[src/design/osc_pkg.sv]
// constants for the oscillator control and clock select block
// assumes an 8-bit register port from the cpu core, one system clock
package osc_pkg;
  localparam logic [7:0] OSC_CTRL_ADDR   = 8'hfa;
  localparam logic [7:0] OSC_CTRL_RESET  = 8'h00;
  localparam int         PWR_SAVE_BIT    = 7;
  localparam int         MAIN_STOP_BIT   = 3;
  localparam int         SUB_STOP_BIT    = 2;
  localparam int         CLK_SEL_BIT     = 0;
  localparam logic [7:0] OSC_CTRL_MASK   = 8'h8d;
  // oscillator settle time and its cycle count at 50 MHz
  localparam int         SETTLE_NS       = 200;
  localparam int         CLK_PERIOD_NS   = 20;
  localparam int         SETTLE_CYC      = (SETTLE_NS + CLK_PERIOD_NS - 1)
                                           / CLK_PERIOD_NS;
  localparam int         SETTLE_W        = 4;
  localparam logic [SETTLE_W-1:0] SETTLE_LAST =
    SETTLE_W'(SETTLE_CYC - 1);

  typedef enum logic [3:0] {
    SW_MAIN   = 4'b0001,
    SW_TO_SUB = 4'b0010,
    SW_SUB    = 4'b0100,
    SW_TO_MAIN= 4'b1000
  } sw_state_t;
endpackage : osc_pkg

[src/design/osc_ready_if.sv]
// carries oscillator run requests and ready flags between modules
// assumes both ends share ref_clk
`timescale 1ns/1ns
interface osc_ready_if;
  logic run_req;
  logic ready;
  modport ctrl (output run_req, input ready);
  modport tracker (input run_req, output ready);
endinterface : osc_ready_if

[src/design/osc_settle.sv]
// waits a settle time after an oscillator is told to run
// assumes run requests come from the clock select control
`timescale 1ns/1ns
module osc_settle
  import osc_pkg::*;
(
  // clock and reset
  input  wire logic   ref_clk,
  input  wire logic   rst,
  // control side
  osc_ready_if.tracker osc
);
  logic [SETTLE_W-1:0] cnt_ff;
  logic                rdy_ff;

  always_ff @(posedge ref_clk) begin
    if (rst || !osc.run_req) begin
      cnt_ff <= '0;
      rdy_ff <= 1'b0;
    end else if (!rdy_ff) begin
      if (cnt_ff == SETTLE_LAST) begin
        rdy_ff <= 1'b1;
      end
      cnt_ff <= cnt_ff + 1'b1;
    end
  end

  assign osc.ready = rdy_ff;

  settle_time_a: assert property (@(posedge ref_clk) disable iff (rst)
    $rose(rdy_ff) |-> $past(osc.run_req, SETTLE_CYC))
    else $error("oscillator ready before settle time");
endmodule : osc_settle

[src/design/oscillator_clock_select.sv]
// oscillator control register and glitch-free system clock select
// assumes cpu register port writes/reads at the register address and
// assumes oscillator clocks are given as enables sampled on ref_clk
`timescale 1ns/1ns

module oscillator_clock_select
  import osc_pkg::*;
(
  // clock and reset
  input  wire logic       ref_clk,
  input  wire logic       rst,
  // cpu register port
  input  wire logic [7:0] reg_addr,
  input  wire logic       reg_wr,
  input  wire logic [7:0] reg_wdata,
  output      logic [7:0] reg_rdata,
  // cpu power state
  input  wire logic       stop_mode,
  // oscillator and clock controls
  output      logic       main_osc_en,
  output      logic       sub_osc_en,
  output      logic       sub_pwr_save,
  output      logic       sys_clk_is_sub,
  output      logic       switch_busy
);
  logic [7:0] ctrl_ff;
  logic [7:0] rdata_ff;
  logic       main_en_ff;
  logic       sub_en_ff;
  logic       save_ff;
  logic       sel_ff;
  logic       busy_ff;
  sw_state_t  state_ff;
  logic       wr_hit;
  logic [7:0] wr_val;

  osc_ready_if main_if ();
  osc_ready_if sub_if ();

  osc_settle u_main_settle (
    .ref_clk (ref_clk),
    .rst     (rst),
    .osc     (main_if.tracker)
  );
  osc_settle u_sub_settle (
    .ref_clk (ref_clk),
    .rst     (rst),
    .osc     (sub_if.tracker)
  );

  assign wr_hit = reg_wr && (reg_addr == OSC_CTRL_ADDR);
  assign wr_val = reg_wdata & OSC_CTRL_MASK;

  // register update; hardware clear of bit 7 wins over a write setting it
  always_ff @(posedge ref_clk) begin
    if (rst) begin
      ctrl_ff <= OSC_CTRL_RESET;
    end else begin
      if (wr_hit) begin
        ctrl_ff <= wr_val;
      end
      if ((wr_hit && wr_val[SUB_STOP_BIT]) ||
          (!wr_hit && ctrl_ff[SUB_STOP_BIT])) begin
        ctrl_ff[PWR_SAVE_BIT] <= 1'b0;
      end
      if (stop_mode && sel_ff) begin
        ctrl_ff[PWR_SAVE_BIT] <= 1'b0;
      end
    end
  end

  // oscillator run requests; keep the active clock running
  assign main_if.run_req = !ctrl_ff[MAIN_STOP_BIT] || !sel_ff
                           || state_ff == SW_TO_MAIN;
  assign sub_if.run_req  = !ctrl_ff[SUB_STOP_BIT] || sel_ff
                           || state_ff == SW_TO_SUB;

  always_ff @(posedge ref_clk) begin
    if (rst) begin
      state_ff <= SW_MAIN;
      sel_ff   <= 1'b0;
    end else begin
      unique case (state_ff)
        SW_MAIN: begin
          if (ctrl_ff[CLK_SEL_BIT]) begin
            state_ff <= SW_TO_SUB;
          end
        end
        SW_TO_SUB: begin
          if (!ctrl_ff[CLK_SEL_BIT]) begin
            state_ff <= SW_MAIN;
          end else if (sub_if.ready) begin
            state_ff <= SW_SUB;
            sel_ff   <= 1'b1;
          end
        end
        SW_SUB: begin
          if (!ctrl_ff[CLK_SEL_BIT]) begin
            state_ff <= SW_TO_MAIN;
          end
        end
        SW_TO_MAIN: begin
          if (ctrl_ff[CLK_SEL_BIT]) begin
            state_ff <= SW_SUB;
          end else if (main_if.ready) begin
            state_ff <= SW_MAIN;
            sel_ff   <= 1'b0;
          end
        end
        default: state_ff <= SW_MAIN;
      endcase
    end
  end

  // registered outputs
  always_ff @(posedge ref_clk) begin
    if (rst) begin
      main_en_ff <= 1'b0;
      sub_en_ff  <= 1'b0;
      save_ff    <= 1'b0;
      busy_ff    <= 1'b0;
      rdata_ff   <= 8'h00;
    end else begin
      main_en_ff <= main_if.run_req;
      sub_en_ff  <= sub_if.run_req;
      save_ff    <= ctrl_ff[PWR_SAVE_BIT];
      busy_ff    <= (state_ff == SW_TO_SUB) || (state_ff == SW_TO_MAIN);
      rdata_ff   <= (reg_addr == OSC_CTRL_ADDR) ? ctrl_ff : 8'h00;
    end
  end

  assign main_osc_en    = main_en_ff;
  assign sub_osc_en     = sub_en_ff;
  assign sub_pwr_save   = save_ff;
  assign sys_clk_is_sub = sel_ff;
  assign switch_busy    = busy_ff;
  assign reg_rdata      = rdata_ff;

  sel_ready_a: assert property (
    @(posedge ref_clk) disable iff (rst)
    $rose(sel_ff) |-> $past(sub_if.ready))
    else $error("switched to sub before it was ready");
  main_ready_a: assert property (
    @(posedge ref_clk) disable iff (rst)
    $fell(sel_ff) |-> $past(main_if.ready))
    else $error("switched to main before it was ready");
  sub_stop_clr_a: assert property (
    @(posedge ref_clk) disable iff (rst)
    ctrl_ff[SUB_STOP_BIT] |-> !ctrl_ff[PWR_SAVE_BIT])
    else $error("save bit set while sub stopped");
  stop_mode_clr_a: assert property (
    @(posedge ref_clk) disable iff (rst)
    stop_mode && sel_ff |=> !ctrl_ff[PWR_SAVE_BIT])
    else $error("save bit kept in stop mode on sub clock");
  // stop mode on main keeps save
  stop_keep_a: assert property (
    @(posedge ref_clk) disable iff (rst)
    stop_mode && !sel_ff && !wr_hit && !ctrl_ff[SUB_STOP_BIT]
    |=> ctrl_ff[PWR_SAVE_BIT] == $past(ctrl_ff[PWR_SAVE_BIT]))
    else $error("save bit changed in stop mode on main clock");
  unused_bits_a: assert property (
    @(posedge ref_clk) disable iff (rst)
    (ctrl_ff & ~OSC_CTRL_MASK) == 8'h00)
    else $error("unused control bit set");
  // main stopped only when not in use
  main_stop_a: assert property (
    @(posedge ref_clk) disable iff (rst)
    ctrl_ff[MAIN_STOP_BIT] && sel_ff && state_ff == SW_SUB
    |=> !main_en_ff)
    else $error("main oscillator not stopped");
  main_run_a: assert property (
    @(posedge ref_clk) disable iff (rst)
    !ctrl_ff[MAIN_STOP_BIT] |=> main_en_ff)
    else $error("main oscillator not running");
  sub_run_a: assert property (
    @(posedge ref_clk) disable iff (rst)
    !ctrl_ff[SUB_STOP_BIT] |=> sub_en_ff)
    else $error("sub oscillator not running");
  // sub stopped only when not in use
  sub_stop_a: assert property (
    @(posedge ref_clk) disable iff (rst)
    ctrl_ff[SUB_STOP_BIT] && !sel_ff && state_ff == SW_MAIN
    |=> !sub_en_ff)
    else $error("sub oscillator not stopped");
  // selection follows a rise of bit 0 held 8 cycles within 20 more cycles
  sel_follow_a: assert property (
    @(posedge ref_clk) disable iff (rst)
    $rose(ctrl_ff[CLK_SEL_BIT]) && !sel_ff
    ##1 ctrl_ff[CLK_SEL_BIT] [*8] |-> ##[0:20] sel_ff)
    else $error("clock select did not follow bit 0");
  save_out_a: assert property (
    @(posedge ref_clk) disable iff (rst)
    ##1 save_ff == $past(ctrl_ff[PWR_SAVE_BIT]))
    else $error("save output does not follow bit 7");

  switch_sub_c: cover property (@(posedge ref_clk) disable iff (rst)
    $rose(sel_ff));
  switch_main_c: cover property (@(posedge ref_clk) disable iff (rst)
    $fell(sel_ff));
  stop_clear_c: cover property (@(posedge ref_clk) disable iff (rst)
    stop_mode && sel_ff && ctrl_ff[PWR_SAVE_BIT]);
  main_off_c: cover property (@(posedge ref_clk) disable iff (rst)
    sel_ff && !main_en_ff);
  save_clr_wr_c: cover property (@(posedge ref_clk) disable iff (rst)
    wr_hit && wr_val[SUB_STOP_BIT] && ctrl_ff[PWR_SAVE_BIT]);
endmodule : oscillator_clock_select

[config.mk]
export PLATFORM = sky130hd
export DESIGN_NAME = oscillator_clock_select
export DESIGN_NICKNAME = d
export VERILOG_FILES = /design/src/design/osc_pkg.sv /design/src/design/osc_ready_if.sv /design/src/design/osc_settle.sv /design/src/design/oscillator_clock_select.sv
export SDC_FILE = /design/constraint.sdc
export NUM_CORES = 1
export LEC_CHECK = 0
export BUFFER_PORTS_ARGS = -buffer_cell sky130_fd_sc_hd__buf_2
export CAP_MARGIN = 30
export CORE_MARGIN = 1
export CORE_UTILIZATION = 46
export DETAILED_ROUTE_END_ITERATION = 7
export HOLD_SLACK_MARGIN = 0.08
export PLACE_DENSITY = 0.74
export SLEW_MARGIN = 20
export SYNTH_ARGS = -nofsm -noshare
export SYNTH_HDL_FRONTEND = slang
export SYNTH_SLANG_ARGS = --single-unit
export TNS_END_PERCENT = 5
[constraint.sdc]
create_clock -name ref_clk -period 1.5 [get_ports ref_clk]
set_clock_uncertainty 0.2 [all_clocks]
set_input_delay 0.3 -clock ref_clk [delete_from_list [all_inputs] [get_ports ref_clk]]
set_output_delay 0.3 -clock ref_clk [all_outputs]
set_load 0.02 [all_outputs]
==> Word-level counts from Yosys, hierarchy flattened <==
Index checks and enable logic that the tools add are counted.
{ "classes": {"n_addsub": 2, "bitwise_logic": 1, "reduce_logical": 23, "n_eq_ne": 15, "muxes": 16} }
{ "ops": {"columns": ["operator", "count"], "rows": [
  ["4-bit 2-to-1 mux", 6],
  ["4-bit case mux with 4 select lines", 1],
  ["4-bit == test (second input constant)", 3],
  ["4-bit by 1-bit adder with 4-bit output (second input constant)", 2],
  ["8-bit == test (second input constant)", 1],
  ["1-bit logical OR", 8],
  ["1-bit 2-to-1 mux", 8],
  ["2-bit inequality test (second input constant)", 4],
  ["1-bit zero test", 6],
  ["3-bit by 2-bit inequality test with 1-bit output (second input constant)", 2],
  ["5-bit AND reduction", 1],
  ["4-bit by 1-bit == test with 1-bit output (second input constant)", 1],
  ["4-bit by 2-bit == test with 1-bit output (second input constant)", 1],
  ["4-bit by 3-bit == test with 1-bit output (second input constant)", 1],
  ["1-bit logical AND", 4],
  ["2-bit by 1-bit inequality test with 1-bit output (second input constant)", 2],
  ["4-bit AND reduction", 1],
  ["3-bit OR reduction", 1],
  ["1-bit case mux with 2 select lines", 1],
  ["2-bit nonzero test", 1],
  ["2-bit OR reduction", 1],
  ["1-bit inverter", 1]
]} }
{ "word_totals": {"out_inout_bits": 13, "input_bits": 20, "regBits": 27} }

==> Logic depth before layout (Yosys ltp) <==
{ "depth": {"word_depth": 6, "mapped_depth": 5, "ltp_nobuf": 5} }

==> By module <==
From an unflattened synthesis, not the netlist that was laid out.
{ "unflattened": {"cells_unflattened": 134, "area_unflattened_um2": 1223.7} }
{ "modules_own_cells": {"columns": ["mod", "cells_per_inst", "n_inst", "area_per_inst_um2", "seq_area_each_um2"], "rows": [
  ["oscillator_clock_select", 88, 1, 795.8, 340.3],
  ["osc_settle", 23, 2, 214.0, 100.1]
]} }

==> Worst setup path after synthesis <==
Ideal clock, no wire load.
{ "synth_timing": {"kind": "register to register", "start": "reg state_ff[1]", "end": "reg state_ff[0]", "period_less_slack_ns": 1.689, "setup_slack_ns": -0.189, "n_path_buf": 1, "t_arrival_ns": 1.371, "stages_incl_launch_ff": 5, "setup_time_ns": 0.119, "path_cell_list": "dfxtp_1 buf_6 or4b_4 or2_0 o221a_1"} }
{ "synth_via": {"elab_chain_cells": 3, "elab_cells_between_ends": 10, "cone_classes": "eq/ne: 8; mux: 1; reduce/logical: 1"} }
{ "synth_lines": {"columns": ["item", "line_no", "rtl"], "rows": [
  ["from (decl)", "oscillator_clock_select.sv:33", "sw_state_t state_ff;"],
  ["from (signal assigned)", "oscillator_clock_select.sv:80", "state_ff <= SW_MAIN;"],
  ["from (signal assigned)", "oscillator_clock_select.sv:86", "state_ff <= SW_TO_SUB;"],
  ["from (signal assigned)", "oscillator_clock_select.sv:91", "state_ff <= SW_MAIN;"],
  ["4-bit by 2-bit == test with 1-bit output (tied with other cells)", "oscillator_clock_select.sv:83", "unique case (state_ff)"],
  ["3-bit by 2-bit inequality test with 1-bit output (no line) / 2-bit inequality test (equally long branches)", null, null],
  ["4-bit AND reduction (no line)", null, null]
]} }
Several ways; a longest one is shown, not always the timed one.
A chain may end at the register's enable or synchronous reset.

==> Worst setup path after layout <==
{ "layout_timing": {"start": "reg state_ff[0]", "end": "reg state_ff[0]"} }
Same word-level chain as after synthesis.

==> results.cfg <==
[outcome]
status = complete, but fails checks
violations = negative setup slack

[logic_synthesis]
synthCells = 131
yosysUniqueCellTypes = 41
synth_ff_type = dfxtp_1
yosysSeqAreaShare = 0.441
synth_edf_count = 0
syn_area_per_cell_um2 = 9.35
ys_ff_latch = 27
async_flop_share = 0
synth.top_cell.area_share = 0.441
synth_area_leader_cell = dfxtp_1
syn_area_um2 = 1220
yosys_warnings = 0
synth.area.top_cells = dfxtp_1, nor2_1, ha_1, xor2_1, buf_4

[finish]
nets = 196
final_cells = 201
areaGrowthSynthToFinish_pct = 26.1
n_antenna_cell = 0
design_area_um2 = 1550
drive_gt1_frac = 0.298

[hold_path]
hp-start = rst
hold_path.class = input port to register

[timing]
fmax_mhz = 604
hold_viol_final = 0
setup_viol = 14
slew_viol_final = 0
fin_crit_sh = 1.10
fin_setup_tns_ns = -0.940
fin_ws_ns = -0.155
hold_slack_ns = 0.120
rsz0062_at_grt = true
min_period_ns = 1.65

[floorplan]
io_pins = 33
fp.coreArea_um2 = 2500
start_util = 0.490
die_x_um = 53.6
num_rows = 18
die_area_um2 = 2870
die_y_um = 53.6

[global_route]
grt_max_degree = 15
antenna_found_initial = 0
grt_usage = 0.203
overflow = 0
first_global_vias = 954
grt_pass1_wl_um = 4080

[clock_tree]
path_clk_slew_ns = 0.14
clk_latency_ns = 0.32
cts_buffers = 3
ctsRootBufferMaster = clkbuf_4
cts_tree = built
cts-htree-levels = 1
cts_buffer_depth = 2
cts_sinks = 27

[routing]
vias = 1067
avgViaCountPerCell = 5.31
wl_per_cell_um = 12.4
drt_wl_total_um = 2490
drtIter0Drc = 16
drc = 0
first_pass_iters = 4
ant_nets = 0

[setup_path]
cp-startpoint = state_ff[0]
end_kind = register
worstReg2RegStart = state_ff[0]
path_class = register to register
critPathMaxFanout = 4
crit_chain = or4b_4 > or2_1 > o221a_1
worst_setup_path_start_kind = register
worst_ep_required_time_ns = 1.53
cp_slowest_stage_delay_ns = 0.52
r2r_slack_ns = -0.15
cp.arrival_ns = 1.69
critical_path.slowest_cell = or4b_4

[placed_design]
gp_routability_congestion = 0.833
hpwl_um = 1720
dpl-instance-area_um2 = 1410
io_buffers = 24
dp.cells = 189

[power]
intPower_w = 0.000900
ir_drop_mv = 0.504
pwr-share-comb = 0.102
seqPwrFrac = 0.637
power_density_nw_per_um2 = 763
power_switching_w = 0.000279
netSwitchingFraction = 0.237
p_leak_nw = 0.659
pwr-share-clk = 0.261
power_w = 0.00118

[run]
drv_cap = 0
worst max-delay path, delay by kind of cell, from the launching register on:
kind / cells / cell delay (ns)
flip-flops: 1 / 0.38
AO/OA/AOI/OAI: 1 / 0.22
AND/OR/NAND/NOR: 2 / 0.76
power by group through the flow:
| stage | sequential [W] | clock, W | combinational (W) |
|---|---|---|---|
| 2_1_floorplan | 0.000768 | 0 | 0.0000714 |
| 3_3_place_gp | 0.000766 | 0 | 0.000100 |
| 3_5_place_dp | 0.000768 | 0 | 0.000104 |
| 4_1_cts | 0.000752 | 0.000318 | 0.000121 |
| 5_1_grt | 0.000754 | 0.000364 | 0.000141 |
| 6_report | 0.000751 | 0.000308 | 0.000121 |
layer usage:
layer | vias to the layer above | track usage | routed length, um
met5 | - | 0 | 0
met4 | 0 | 0.110 | 73
li1 | 524 | - | -
met2 | 32 | 0.348 | 1280
met1 | 500 | 0.231 | 1040
met3 | 11 | 0.0480 | 97
cell usage in the layout (no fill, tap or decap), drive strengths merged, types with 3 or more instances in the layout:
cell	Yosys	routed
dfxtp	27	27
conb	1	4
inv	10	10
xnor2	4	4
buf	9	36
nor2b	4	4
nor3b	4	4
nand4	3	3
nor2	16	16
ha	4	4
dlygate4sd3	0	7
nor4	3	3
clkbuf	1	4
a21oi	6	6
xor2	5	5
a31oi	3	3
cells in the mapped netlist, types with 3 or more instances:
cell type  instances
xnor2_1            4
nor3b_1            4
a21oi_1            6
nor2b_1            4
ha_1               4
dfxtp_1           27
nand4_1            3
inv_1             10
buf_4              5
xor2_1             5
a31oi_1            3
nor2_1            16
nor4_1             3
state kept, by name (all words and copies together), names as in the netlist:
name / count
ctrl_ff: 4
main_osc_en: 1
u_main_settle.osc.ready: 1
sub_osc_en: 1
u_sub_settle.cnt_ff: 4
reg_rdata: 4
switch_busy: 1
sys_clk_is_sub: 1
state_ff: 4
u_sub_settle.osc.ready: 1
u_main_settle.cnt_ff: 4
sub_pwr_save: 1
final cells by class:
type / count / area [um2]
clock buffer: 4 / 26.3
tap: 30 / 37.5
multi-input combinational: 87 / 618
sequential: 27 / 546
inverter: 10 / 37.5
fill: 218 / 955
timing repair buffer: 43 / 280
through the flow:
stage,worst slack [ns],util
detailed placement,-0.134,0.564
CTS,-0.130,0.612
global route,-0.158,0.618
finish,-0.155,0.618
global placement,-0.108,0.564
floorplan,-0.189,-
path summary, 6_finish.rpt:
kind / depth (start not counted) / end
worst max-delay path: 3 / state_ff[0]
worst min-delay path: 3 / state_ff[3]
worst max register to register: 3 / state_ff[0]
worst min register to register: 1 / sub_pwr_save
kinds of logic after synthesis:
group,Yosys count,share of synthesized area
compound gates,18,0.102
buf+inv,20,0.0848
mux,2,0.0163
flops,27,0.441
other cells,1,0.00306
fa+ha+maj,4,0.0409
simple gates,50,0.247
xor+xnor,9,0.0643
timing repair:
| item | 4_1_cts | 5_1_grt |
|---|---|---|
| endpoints found under the hold margin | 5 | 0 |
| hold buffers | 7 | 0 |
| pin swaps | 0 | 2 |
| cloned | 0 | 0 |
| gates resized for setup | 5 | 6 |
| setup endpoints to repair | 14 | 18 |
| setup buffers | 1 | 0 |
No activity file was read; power rests on OpenSTA's default activity.
